==> src/hw/usb_power_ep_map.vh <==
/*
  register offsets, field positions, reset values and counts of the
  usb power / endpoint control block; assumes inclusion by bare name.
*/
`ifndef USB_POWER_EP_MAP_VH
`define USB_POWER_EP_MAP_VH

// special function register offsets on the firmware port
`define SFR_INDIRECT_ADDR        8'h96
`define SFR_INDIRECT_DATA        8'h97
`define SFR_RESET_SOURCE         8'hEF
`define SFR_REGULATOR_CTRL       8'hC9

// indirect address port fields
`define IADDR_BUSY_BIT           7
`define IADDR_AUTO_READ_BIT      6
`define IADDR_RESET              8'h00

// reset source / regulator fields
`define RESET_SOURCE_REGISTER_USB_SELECT_BIT    5
`define REGCTRL_VBUS_POL_BIT     6

// core register indirect addresses
`define CORE_POWER               6'h01
`define CORE_IN_INT              6'h02
`define CORE_COMMON_INT          6'h06
`define CORE_INDEX               6'h0E
`define CORE_IN_CSRL             6'h11
`define CORE_IN_CSRH             6'h12
`define CORE_FIFO_EP1            6'h21
`define CORE_FIFO_EP3            6'h23

// power register fields
`define POWER_RESET              8'h10
`define POWER_ISO_UPDATE_BIT     7
`define POWER_INHIBIT_BIT        4
`define POWER_SOFT_RESET_BIT     3
`define POWER_RESUME_BIT         2
`define POWER_SUSPEND_BIT        1
`define POWER_SUSPEND_EN_BIT     0

// in control-low / control-high fields
`define INCSRL_PKT_READY_BIT     0
`define INCSRL_FIFO_NE_BIT       1
`define INCSRL_FLUSH_BIT         3
`define INCSRL_SENT_STALL_BIT    5
`define INCSRH_ISO_BIT           6
`define INCSRH_DIR_BIT           5
`define INCSRH_SPLIT_BIT         2

// common interrupt fields
`define CINT_RESUME_BIT          1

// timing and fifo size
`define SYS_RESET_CYCLES         5'd16
`define FIFO_WIDTH               8
`define FIFO_DEPTH               32

`endif

==> src/hw/usb_function_power_endpoint_ctrl.v <==
/*
  usb function controller power, reset-source, indirect access and
  endpoint 1-3 in control. assumes link events arrive as levels from
  the transceiver side (synchronised here) and firmware on the sfr port.
*/
// Summary of operation
// - usb selected as source: bus reset while enabled raises system reset
// - usb selected as source: vbus matching chosen polarity raises system reset
// - select bit reads one after usb reset; reset pin never driven
// - suspend ends on resume, bus reset, or any device or controller reset
// - bus resume exits suspend; resume interrupt only when enabled
// - resume bit drives remote wakeup; software clears it 10-15 ms later
// - iso update: newly loaded iso in packets held until next start-of-frame
// - iso update: in token before start-of-frame answered with zero-length packet
// - disabled after power-on; enabled only when software clears inhibit bit
// - inhibit returns to one only on power-on or written soft reset
// - index register maps one endpoint's control registers at a time
// - split bit set: endpoint runs in and out pipes together
// - split clear: endpoint runs one direction chosen by direction select
// - iso bit picks isochronous mode, else bulk/interrupt handled alike
// - in interrupt on sent packet, flush of non-empty fifo, or hardware stall
// - packet-ready set: next in token sends data, clears bit, raises interrupt
`timescale 1ns/1ps
`include "usb_power_ep_map.vh"
module usb_function_power_endpoint_ctrl (
  input  wire       clk_in,
  input  wire       rst_n_in,
  input  wire [7:0] sfr_addr_in,
  input  wire [7:0] sfr_wdata_in,
  input  wire       sfr_wr_in,
  input  wire       sfr_rd_in,
  output wire       sfr_ready_out,
  output reg  [7:0] sfr_rdata_out,
  input  wire       resume_irq_enable_in,
  input  wire       vbus_in,
  input  wire       bus_reset_in,
  input  wire       bus_resume_in,
  input  wire       bus_suspend_in,
  input  wire       sof_in,
  input  wire       in_token_in,
  input  wire [1:0] in_token_ep_in,
  input  wire       tx_ready_in,
  output wire       tx_valid_out,
  output wire [7:0] tx_data_out,
  output wire       tx_last_out,
  output reg        tx_zero_len_out,
  output reg        tx_stall_out,
  output reg        tx_nak_out,
  output reg        system_reset_out,
  output wire       remote_wakeup_out,
  output wire       osc_suspend_out,
  output wire       function_enabled_out,
  output wire [3:1] ep_in_pipe_en_out,
  output wire [3:1] ep_out_pipe_en_out,
  output wire       irq_out
);
  localparam ST_IDLE = 2'd0;
  localparam ST_SEND = 2'd1;
  localparam [7:0] POWER_RST = `POWER_RESET;

  // power-on domain registers
  reg  [7:0] indirect_address_port;
  reg  [7:0] indirect_data_port;
  reg        usb_reset_source_select;
  reg        vbus_polarity_select;
  reg        soft_rst;
  reg  [4:0] sysrst_cnt;
  // controller domain registers; sync_a to tok_ep_b reset on power-on only
  reg        iso_update_enable_bit;
  reg        function_inhibit;
  reg        resume_bit;
  reg        suspend_active_flag;
  reg        suspend_detect_enable;
  reg  [1:0] ep_index;
  reg  [3:1] in_pkt_ready;
  reg  [3:1] sent_stall;
  reg  [3:1] iso_mode;
  reg  [3:1] dir_in;
  reg  [3:1] split_mode;
  reg  [3:1] in_int_flag;
  reg        resume_int_flag;
  reg        iso_hold;
  reg  [1:0] pkt_ep;
  reg  [1:0] state;
  reg  [1:0] next_state;
  reg  [5:0] pkt_len;
  reg  [4:0] sync_a;
  reg  [4:0] sync_b;
  reg  [4:0] sync_prev;
  reg  [1:0] tok_ep_a;
  reg  [1:0] tok_ep_b;
  reg  [7:0] fetch_data;

  // link inputs come from outside the clock domain
  always @(posedge clk_in or negedge rst_n_in) begin
    if (!rst_n_in) begin
      sync_a    <= 5'h00;
      sync_b    <= 5'h00;
      sync_prev <= 5'h00;
      tok_ep_a  <= 2'h0;
      tok_ep_b  <= 2'h0;
    end else begin
      sync_a    <= {in_token_in, sof_in, bus_suspend_in, bus_resume_in, bus_reset_in};
      sync_b    <= sync_a;
      sync_prev <= sync_b;
      tok_ep_a  <= in_token_ep_in;
      tok_ep_b  <= tok_ep_a;
    end
  end
  reg vbus_a;
  reg vbus_b;
  always @(posedge clk_in or negedge rst_n_in) begin
    if (!rst_n_in) begin
      vbus_a <= 1'b0;
      vbus_b <= 1'b0;
    end else begin
      vbus_a <= vbus_in;
      vbus_b <= vbus_a;
    end
  end

  wire [4:0] rise      = sync_b & ~sync_prev;
  wire       bus_reset = sync_b[0];
  wire       resume_ev = rise[1];
  wire       susp_ev   = rise[2];
  wire       sof_ev    = rise[3];
  wire       token_ev  = rise[4];

  // soft reset acts asynchronously on the controller; driven from a flop so no glitch
  wire ctrl_rst_n = rst_n_in & ~soft_rst;
  wire enabled    = !function_inhibit;
  assign function_enabled_out = enabled;

  // sfr decode
  wire is_addr   = (sfr_addr_in == `SFR_INDIRECT_ADDR);
  wire is_data   = (sfr_addr_in == `SFR_INDIRECT_DATA);
  wire [5:0] tgt = indirect_address_port[5:0];
  wire wr_addr   = sfr_wr_in && is_addr;
  wire wr_data   = sfr_wr_in && is_data;
  wire rd_data   = sfr_rd_in && is_data;
  wire core_wr   = wr_data && !indirect_address_port[`IADDR_BUSY_BIT];
  wire fifo_tgt  = (tgt >= `CORE_FIFO_EP1) && (tgt <= `CORE_FIFO_EP3);
  wire fetch     = (wr_addr && sfr_wdata_in[`IADDR_BUSY_BIT])
                 || (rd_data && indirect_address_port[`IADDR_AUTO_READ_BIT]);
  wire ep_valid  = (ep_index != 2'd0);
  wire [1:0] sel = ep_index;
  wire [5:0] fetch_addr = wr_addr ? sfr_wdata_in[5:0] : tgt;

  // fifo
  wire       fifo_wr_ready;
  wire       fifo_rd_valid;
  wire       fifo_pop;
  wire       flush_req;
  wire       fifo_push = core_wr && fifo_tgt;
  assign sfr_ready_out = !(fifo_push && !fifo_wr_ready);

  in_data_fifo #(
    .WIDTH (`FIFO_WIDTH),
    .DEPTH (`FIFO_DEPTH),
    .AW    (5)
  ) u_fifo (
    .clk_in       (clk_in),
    .rst_n_in     (ctrl_rst_n),
    .flush_in     (flush_req),
    .wr_data_in   (sfr_wdata_in),
    .wr_valid_in  (fifo_push),
    .wr_ready_out (fifo_wr_ready),
    .rd_data_out  (tx_data_out),
    .rd_valid_out (fifo_rd_valid),
    .rd_ready_in  (fifo_pop)
  );

  // core register writes
  wire wr_power  = core_wr && (tgt == `CORE_POWER);
  wire wr_index  = core_wr && (tgt == `CORE_INDEX);
  wire wr_csrl   = core_wr && (tgt == `CORE_IN_CSRL) && ep_valid;
  wire wr_csrh   = core_wr && (tgt == `CORE_IN_CSRH) && ep_valid;
  assign flush_req = wr_csrl && sfr_wdata_in[`INCSRL_FLUSH_BIT];

  // power-on domain: sfr registers, soft reset, system reset
  always @(posedge clk_in or negedge rst_n_in) begin
    if (!rst_n_in) begin
      indirect_address_port   <= `IADDR_RESET;
      indirect_data_port      <= 8'h00;
      usb_reset_source_select <= 1'b0;
      vbus_polarity_select    <= 1'b0;
      soft_rst                <= 1'b0;
      sysrst_cnt              <= 5'd0;
      system_reset_out        <= 1'b0;
    end else begin
      soft_rst <= wr_power && sfr_wdata_in[`POWER_SOFT_RESET_BIT];
      if (sfr_wr_in && sfr_addr_in == `SFR_RESET_SOURCE) begin
        usb_reset_source_select <= sfr_wdata_in[`RESET_SOURCE_REGISTER_USB_SELECT_BIT];
      end
      if (sfr_wr_in && sfr_addr_in == `SFR_REGULATOR_CTRL) begin
        vbus_polarity_select <= sfr_wdata_in[`REGCTRL_VBUS_POL_BIT];
      end
      // busy reads one for the single fetch cycle
      if (wr_addr) begin
        indirect_address_port <= sfr_wdata_in;
      end else if (indirect_address_port[`IADDR_BUSY_BIT]) begin
        indirect_address_port[`IADDR_BUSY_BIT] <= 1'b0;
      end
      if (fetch) begin
        indirect_data_port <= fetch_data;
      end
      // select bit lives on power-on reset, so it still reads one afterwards
      if (sysrst_cnt != 5'd0) begin
        sysrst_cnt <= sysrst_cnt - 5'd1;
      end else if (usb_reset_source_select
          && ((bus_reset && enabled)
          || (vbus_b == vbus_polarity_select))) begin
        sysrst_cnt <= `SYS_RESET_CYCLES;
      end
      system_reset_out <= (sysrst_cnt != 5'd0);
    end
  end

  // core register read mux for the indirect fetch
  always @* begin
    fetch_data = 8'h00;
    case (fetch_addr)
      `CORE_POWER: begin
        fetch_data = {iso_update_enable_bit, 2'b00, function_inhibit, bus_reset,
                      resume_bit, suspend_active_flag, suspend_detect_enable};
      end
      `CORE_IN_INT: begin
        fetch_data = {4'h0, in_int_flag, 1'b0};
      end
      `CORE_COMMON_INT: begin
        fetch_data = {6'h00, resume_int_flag, 1'b0};
      end
      `CORE_INDEX: begin
        fetch_data = {6'h00, ep_index};
      end
      `CORE_IN_CSRL: begin
        if (ep_valid) begin
          fetch_data = {2'b00, sent_stall[sel], 3'b000,
                        fifo_rd_valid && (pkt_ep == sel), in_pkt_ready[sel]};
        end
      end
      `CORE_IN_CSRH: begin
        if (ep_valid) begin
          fetch_data = {1'b0, iso_mode[sel], dir_in[sel], 2'b00, split_mode[sel], 2'b00};
        end
      end
      default: begin
        fetch_data = 8'h00;
      end
    endcase
  end

  always @* begin
    sfr_rdata_out = 8'h00;
    case (sfr_addr_in)
      `SFR_INDIRECT_ADDR:  sfr_rdata_out = indirect_address_port;
      `SFR_INDIRECT_DATA:  sfr_rdata_out = indirect_data_port;
      `SFR_RESET_SOURCE:   sfr_rdata_out = {2'b00, usb_reset_source_select, 5'h00};
      `SFR_REGULATOR_CTRL: sfr_rdata_out = {1'b0, vbus_polarity_select, 6'h00};
      default:             sfr_rdata_out = 8'h00;
    endcase
  end

  // transmit engine
  wire tok_here  = token_ev && (tok_ep_b != 2'd0);
  wire [1:0] tep = tok_ep_b;
  wire in_capable = split_mode[tep] || dir_in[tep];
  wire has_pkt   = in_pkt_ready[tep] && (pkt_ep == tep);
  wire iso_zlp   = iso_mode[tep] && iso_update_enable_bit && iso_hold;
  wire start_tx  = (state == ST_IDLE) && enabled && tok_here && in_capable
                 && has_pkt && !iso_zlp && (pkt_len != 6'd0);
  assign tx_valid_out = (state == ST_SEND) && fifo_rd_valid;
  assign tx_last_out  = tx_valid_out && (pkt_len == 6'd1);
  assign fifo_pop     = tx_valid_out && tx_ready_in;
  wire tx_done        = fifo_pop && (pkt_len == 6'd1);

  always @* begin
    next_state = state;
    case (state)
      ST_IDLE: begin
        if (start_tx) begin
          next_state = ST_SEND;
        end
      end
      ST_SEND: begin
        if (tx_done || flush_req) begin
          next_state = ST_IDLE;
        end
      end
      default: begin
        next_state = ST_IDLE;
      end
    endcase
  end

  // clear-on-fetch of interrupt flags; a set in the same cycle wins
  wire clr_in_int  = fetch && (fetch_addr == `CORE_IN_INT);
  wire clr_cm_int  = fetch && (fetch_addr == `CORE_COMMON_INT);
  wire stall_ev    = (state == ST_IDLE) && enabled && tok_here && !in_capable;
  wire zlp_ev      = (state == ST_IDLE) && enabled && tok_here && in_capable
                   && ((has_pkt && iso_zlp) || (iso_mode[tep] && !has_pkt));
  wire nak_ev      = (state == ST_IDLE) && enabled && tok_here && in_capable
                   && !start_tx && !zlp_ev;

  always @(posedge clk_in or negedge ctrl_rst_n) begin
    if (!ctrl_rst_n) begin
      state           <= ST_IDLE;
      pkt_len         <= 6'd0;
      pkt_ep          <= 2'd0;
      iso_hold        <= 1'b0;
      tx_zero_len_out <= 1'b0;
      tx_stall_out    <= 1'b0;
      tx_nak_out      <= 1'b0;
      resume_int_flag <= 1'b0;
    end else begin
      state           <= next_state;
      tx_zero_len_out <= zlp_ev;
      tx_stall_out    <= stall_ev;
      tx_nak_out      <= nak_ev;
      if (flush_req || tx_done) begin
        pkt_len <= 6'd0;
      end else if (fifo_pop) begin
        pkt_len <= pkt_len - 6'd1;
      end else if (fifo_push && fifo_wr_ready) begin
        pkt_len <= pkt_len + 6'd1;
        pkt_ep  <= sel;
      end
      // held packets wait for the frame marker; one shared fifo, one pending packet
      if (wr_csrl && sfr_wdata_in[`INCSRL_PKT_READY_BIT] && iso_mode[sel]
          && iso_update_enable_bit) begin
        iso_hold <= 1'b1;
      end else if (sof_ev) begin
        iso_hold <= 1'b0;
      end
      if (resume_ev && resume_irq_enable_in) begin
        resume_int_flag <= 1'b1;
      end else if (clr_cm_int) begin
        resume_int_flag <= 1'b0;
      end
    end
  end

  // power register and endpoint state
  always @(posedge clk_in or negedge ctrl_rst_n) begin
    if (!ctrl_rst_n) begin
      iso_update_enable_bit <= POWER_RST[`POWER_ISO_UPDATE_BIT];
      function_inhibit      <= 1'b1;
      resume_bit            <= 1'b0;
      suspend_detect_enable <= 1'b0;
      suspend_active_flag   <= 1'b0;
      ep_index              <= 2'd0;
    end else begin
      if (wr_power) begin
        iso_update_enable_bit <= sfr_wdata_in[`POWER_ISO_UPDATE_BIT];
        resume_bit            <= sfr_wdata_in[`POWER_RESUME_BIT];
        suspend_detect_enable <= sfr_wdata_in[`POWER_SUSPEND_EN_BIT];
        if (!sfr_wdata_in[`POWER_INHIBIT_BIT]) begin
          function_inhibit <= 1'b0;
        end
      end
      if (wr_index) begin
        ep_index <= sfr_wdata_in[1:0];
      end
      if (resume_ev || resume_bit || bus_reset || system_reset_out) begin
        suspend_active_flag <= 1'b0;
      end else if (susp_ev && suspend_detect_enable && enabled) begin
        suspend_active_flag <= 1'b1;
      end
    end
  end

  genvar g;
  generate
    for (g = 1; g <= 3; g = g + 1) begin : g_ep
      wire sel_g = (sel == g);
      // held iso packet stays pending through the zero-length answer
      wire done_g = tx_done && (tep == g) && has_pkt;
      wire flush_g = flush_req && sel_g;
      always @(posedge clk_in or negedge ctrl_rst_n) begin
        if (!ctrl_rst_n) begin
          in_pkt_ready[g] <= 1'b0;
          sent_stall[g]   <= 1'b0;
          iso_mode[g]     <= 1'b0;
          dir_in[g]       <= 1'b0;
          split_mode[g]   <= 1'b0;
          in_int_flag[g]  <= 1'b0;
        end else begin
          if (done_g || flush_g) begin
            in_pkt_ready[g] <= 1'b0;
          end else if (wr_csrl && sel_g && sfr_wdata_in[`INCSRL_PKT_READY_BIT]) begin
            in_pkt_ready[g] <= 1'b1;
          end
          if (stall_ev && tep == g) begin
            sent_stall[g] <= 1'b1;
          end else if (wr_csrl && sel_g && !sfr_wdata_in[`INCSRL_SENT_STALL_BIT]) begin
            sent_stall[g] <= 1'b0;
          end
          if (wr_csrh && sel_g) begin
            iso_mode[g]   <= sfr_wdata_in[`INCSRH_ISO_BIT];
            dir_in[g]     <= sfr_wdata_in[`INCSRH_DIR_BIT];
            split_mode[g] <= sfr_wdata_in[`INCSRH_SPLIT_BIT];
          end
          // sent packet, flush with data, or stall each raise the flag
          if (done_g || (flush_g && fifo_rd_valid) || (stall_ev && tep == g)) begin
            in_int_flag[g] <= 1'b1;
          end else if (clr_in_int) begin
            in_int_flag[g] <= 1'b0;
          end
        end
      end
      assign ep_in_pipe_en_out[g]  = enabled && (split_mode[g] || dir_in[g]);
      assign ep_out_pipe_en_out[g] = enabled && (split_mode[g] || !dir_in[g]);
    end
  endgenerate

  // software must hold resume for 10-15 ms; no hardware timer enforces it
  assign remote_wakeup_out = resume_bit;
  assign osc_suspend_out   = suspend_active_flag;
  assign irq_out           = (|in_int_flag) || resume_int_flag;
endmodule // usb_function_power_endpoint_ctrl

==> src/hw/in_data_fifo.v <==
/*
  synchronous fifo with valid/ready on both sides and a flush input.
  assumes one clock; flush wins over a push in the same cycle.
*/
`timescale 1ns/1ps
module in_data_fifo #(
  parameter WIDTH = 8,
  parameter DEPTH = 32,
  parameter AW    = 5
) (
  input  wire             clk_in,
  input  wire             rst_n_in,
  input  wire             flush_in,
  input  wire [WIDTH-1:0] wr_data_in,
  input  wire             wr_valid_in,
  output wire             wr_ready_out,
  output wire [WIDTH-1:0] rd_data_out,
  output wire             rd_valid_out,
  input  wire             rd_ready_in
);
  reg [WIDTH-1:0] mem [0:DEPTH-1];
  reg [AW:0]      wr_ptr;
  reg [AW:0]      rd_ptr;
  wire            full  = (wr_ptr[AW] != rd_ptr[AW]) && (wr_ptr[AW-1:0] == rd_ptr[AW-1:0]);
  wire            empty = (wr_ptr == rd_ptr);
  wire            push  = wr_valid_in && !full && !flush_in;
  wire            pop   = rd_ready_in && !empty && !flush_in;

  assign wr_ready_out = !full;
  assign rd_valid_out = !empty;
  assign rd_data_out  = mem[rd_ptr[AW-1:0]];

  always @(posedge clk_in) begin
    if (push) begin
      mem[wr_ptr[AW-1:0]] <= wr_data_in;
    end
  end

  always @(posedge clk_in or negedge rst_n_in) begin
    if (!rst_n_in) begin
      wr_ptr <= {(AW+1){1'b0}};
      rd_ptr <= {(AW+1){1'b0}};
    end else if (flush_in) begin
      wr_ptr <= {(AW+1){1'b0}};
      rd_ptr <= {(AW+1){1'b0}};
    end else begin
      if (push) begin
        wr_ptr <= wr_ptr + 1'b1;
      end
      if (pop) begin
        rd_ptr <= rd_ptr + 1'b1;
      end
    end
  end
endmodule // in_data_fifo

==> config.mk <==
export PLATFORM = sky130hd
export DESIGN_NAME = usb_function_power_endpoint_ctrl
export DESIGN_NICKNAME = d
export VERILOG_FILES = /design/src/hw/usb_function_power_endpoint_ctrl.v /design/src/hw/in_data_fifo.v
export VERILOG_INCLUDE_DIRS = /design/src /design/src/hw
export SDC_FILE = /design/constraint.sdc
export NUM_CORES = 1
export LEC_CHECK = 0
export BUFFER_PORTS_ARGS = -buffer_cell sky130_fd_sc_hd__buf_4
export CAP_MARGIN = 20
export CORE_ASPECT_RATIO = 1.5
export CORE_MARGIN = 4
export CORE_UTILIZATION = 40
export CTS_CLUSTER_DIAMETER = 30
export DETAILED_ROUTE_END_ITERATION = 6
export GPL_TIMING_DRIVEN = 0
export PLACE_DENSITY_LB_ADDON = 0.05
export SYNTH_ARGS = -nofsm -noshare
export SYNTH_HDL_FRONTEND = slang
export SYNTH_HIERARCHICAL = 1
export SYNTH_SLANG_ARGS = --single-unit
==> constraint.sdc <==
create_clock -name clk_in -period 4.44 [get_ports clk_in]
set_clock_uncertainty 0.1 [all_clocks]
set_input_delay 0 -clock clk_in [delete_from_list [all_inputs] [get_ports clk_in]]
set_output_delay 0 -clock clk_in [all_outputs]
set_load 0.05 [all_outputs]
==> impl_results.md <==
* Outcome: completed
* Core area at 0.03755 sq mm
* First-pass GRT wire length at 59,410 microns
* Die span in y at 246.6 microns
* Critical Path AT at 4000 ps
* Remaining Overflow, GRT at 0
* Uppermost layer routed: met4
* Worst r2r src: indirect_address_port[3]
* PortBufs at 61
* HPWL after DPL at 26,520 microns
* Slew @ Worst Pin at 892.2 ps
* Htree depth at 2
* DR DRC count at 0
* Gr usage total at 19.08%
* Clock Latency Late Sink at 560 ps
* Cell Pwr Density at 444.7 mW/mm^2
* Clock Path Buffers at 3
* CP endpoint kind: register
* WL/cell at 23.63 microns
* Post-Synth Adder-Cell Area at 0.8245%
* Post-synth EDFFs at 256
* DRT Wirelength at 38,650 microns
* IO Pins at 63
* Syn_area_per_cell at 16.14 sq um
* Power consumption at 0.008313 W
* First-pass detailed-route iteration total at 5
* Total CTS buffers at 55
* Routed wl met3 at 1393 microns
* Largest net degree at the start of global routing at 46
* Register area share after synthesis at 66.49%
* Length of routed met2 wiring at 21,410 microns
* Synth-to-layout area growth at 23.19%
* CP Launch Type: register
* Synth Area in XOR/XNOR at 0.6348%
* Synth top area share at 50.66%
* Worst Setup EP: u_fifo/mem[2][6]
* Non-Filler Instances at 1,636
* Starting density of the core at 40.41%
* Antenna Nets Post-Route at 0
* Synth top cells by count: 256 x edfxtp_1, 95 x dfrtp_1, 80 x mux4_2
* Ys Warns at 6
* Met1 wire length at 14,750 microns
* Top cells by area, synth: edfxtp_1 51%, dfrtp_1 16%, mux4_2 12%
* Setup CP Type: reg -> reg
* Worst slew margin at 40.30%
* NumNets Final at 1,142
* Post-cts sizing count at 0
* Die W at 167.0 microns
* Largest family of logic cells by synthesized area: multiplexers
* GP Congestion at 0.9202
* Pins Over Slew Limit at 0
* Ant. Diodes at 0
* Fmax at 255.6 MHz
* Pre-CTS WS at 522.1 ps
* CP Launch Point: indirect_address_port[3]
* #FFs+latches synth at 352
* Top FF cell, synth: edfxtp_1
* Final Worst Setup Slack at 526.9 ps
* Post-synth net total at 980
* Fin area at 0.01870 sq mm
* Async S/R FF share, synth at 27.27%
* Final Setup Violations at 0
* Reg2Reg Setup Slack at 530 ps
* MaxCap Viol Count at 0
* Root buf cell: clkbuf_16
* Post-Synth Simple-Gate Area at 8.739%
* CP max FO at 9
* Leak at 6.662 nW
* Vias in the first global route at 9,703
* Starting DRT DRC Count at 633
* VDD IR-drop max at 0.2875 mV
* Compound-Gate Fraction of Synth Area at 5.186%
* # clock sinks at 352
* Cell count of the worst reg-to-reg path at 9
* Layout cells sized above 1 at 26.68%
* Distinct cells, synth at 73
* Vias at 8,917
* Post-synthesis mux area share at 15.93%
* Hold WC Path Type: in -> reg
* Site row count at 87
* Final hold viol count at 0
* Placed Area at 0.01630 sq mm
* Crit share post-route at 88.13%
* Synth area leader: edfxtp_1
* Dpl cells at 1,492
* Most frequent cell after synthesis: edfxtp_1
* Post-Syn Area at 0.01518 sq mm
* Post-synthesis cell count at 940
* Initial antenna violation count at 0
* Req. time, crit path at 4530 ps
* CTS tree: yes
* Minimum clock period at 3913 ps
* Via density at 5.450
* Finished Core Util at 49.78%
* RR Endpoint: u_fifo/mem[2][6]
* RSZ-0062 raised after global routing: false
* Die ar. at 0.04118 sq mm
* Clock-pin slew on the worst setup and hold paths at 50 ps
## flip-flops by register name, indices dropped and copies added, names as in the netlist, 4 cells and up
signal,count
u_fifo/rd_ptr,6
indirect_data_port,8
indirect_address_port,8
u_fifo/mem,256
sysrst_cnt,5
sync_b,5
pkt_len,6
sync_a,5
u_fifo/wr_ptr,6
sync_prev,4
## timing repair
item,CTS,global route
setup buffers,0,0
endpoints found under the hold margin,346,0
hold buffers,42,0
## kinds of logic (layout without fill, tap and decap cells)
family / count (synthesis) / after routing
flip-flops: 352 / 352
AND/OR/NAND/NOR: 245 / 245
multiplexers: 136 / 136
AO/OA/AOI/OAI: 111 / 111
buffers and inverters: 75 / 282
XOR/XNOR: 11 / 11
adder cells (fa/ha/maj): 10 / 10
## how the worst min path moves through the flow
| stage | to | from | cells after the start |
|---|---|---|---|
| 2_1_floorplan | indirect_address_port[0] | rst_n_in | 0 |
| 3_3_place_gp | sync_a[3] | rst_n_in | 1 |
| 3_5_place_dp | sync_a[3] | rst_n_in | 1 |
| 4_1_cts | indirect_data_port[1] | sfr_addr_in[4] | 5 |
| 5_1_grt | resume_int_flag | resume_irq_enable_in | 3 |
| 6_report | resume_int_flag | resume_irq_enable_in | 3 |
## metal layers
layer	track usage (%)	up-vias
met5	0	-
met4	6.381	0
met3	2.921	71
met2	36.41	207
met1	21.65	4590
li1	-	4049
## cells in the final DEF (no fill, tap or decap), drive strengths merged, types with 4 or more instances in the layout
master,Yosys,routed
nor4,9,9
a32oi,4,4
a22o,14,14
and4,4,4
nand3,34,34
nand2,36,36
edfxtp,256,256
mux2,41,41
nand4,13,13
nor3,6,6
o31ai,7,7
nor3b,5,5
or2,4,4
dfrtp,95,95
mux4,80,80
nor2,67,67
o21ai,20,20
buf,20,84
clkinv,0,17
a31oi,7,7
clkbuf,30,96
a21oi,22,22
a32o,4,4
ha,10,10
nor4b,4,4
nand2b,11,11
o211ai,4,4
bufinv,0,9
mux2i,15,15
a22oi,5,5
dlygate4sd3,0,41
clkinvlp,0,6
inv,25,29
and3,7,7
xnor2,8,8
nor2b,22,22
nand3b,8,8
## worst max-delay path: stages (launching register included)
cell      delay [ps]
dfrtp_1          310
clkbuf_1         360
nor4b_2          160
and4_1           280
nand4_1          320
inv_1            100
clkbuf_1         230
nor2b_1          260
nand3_1          520
nor2_1           890
## power by group
part / leakage, nW / internal (W) / switching, W
Sequential: 3.57 / 0.00358 / 0.0000286
Clock: 0.934 / 0.00291 / 0.00153
Combinational: 2.16 / 0.000101 / 0.000164
## through the flow
| step | hold slack, ps | TNS [ps] |
|---|---|---|
| 6_report | 103.6 | 0 |
| 5_1_grt | 95.55 | 0 |
| 4_1_cts | 69.08 | 0 |
| 3_5_place_dp | -42.50 | 0 |
| 3_3_place_gp | -49.34 | -55850 |
| 2_1_floorplan | -395.6 | 0 |
## final cells by class
class / instances / area, sq um
flip-flops and latches: 352 / 10090
repair buffers: 105 / 943.4
clock inverters: 36 / 478.0
fillers: 3198 / 18860
well taps: 489 / 611.8
inverters: 25 / 93.84
multi-input cells: 513 / 4760
plain buffers: 50 / 239.0
clock buffers: 66 / 1479
(Power assumes the default switching activity.)
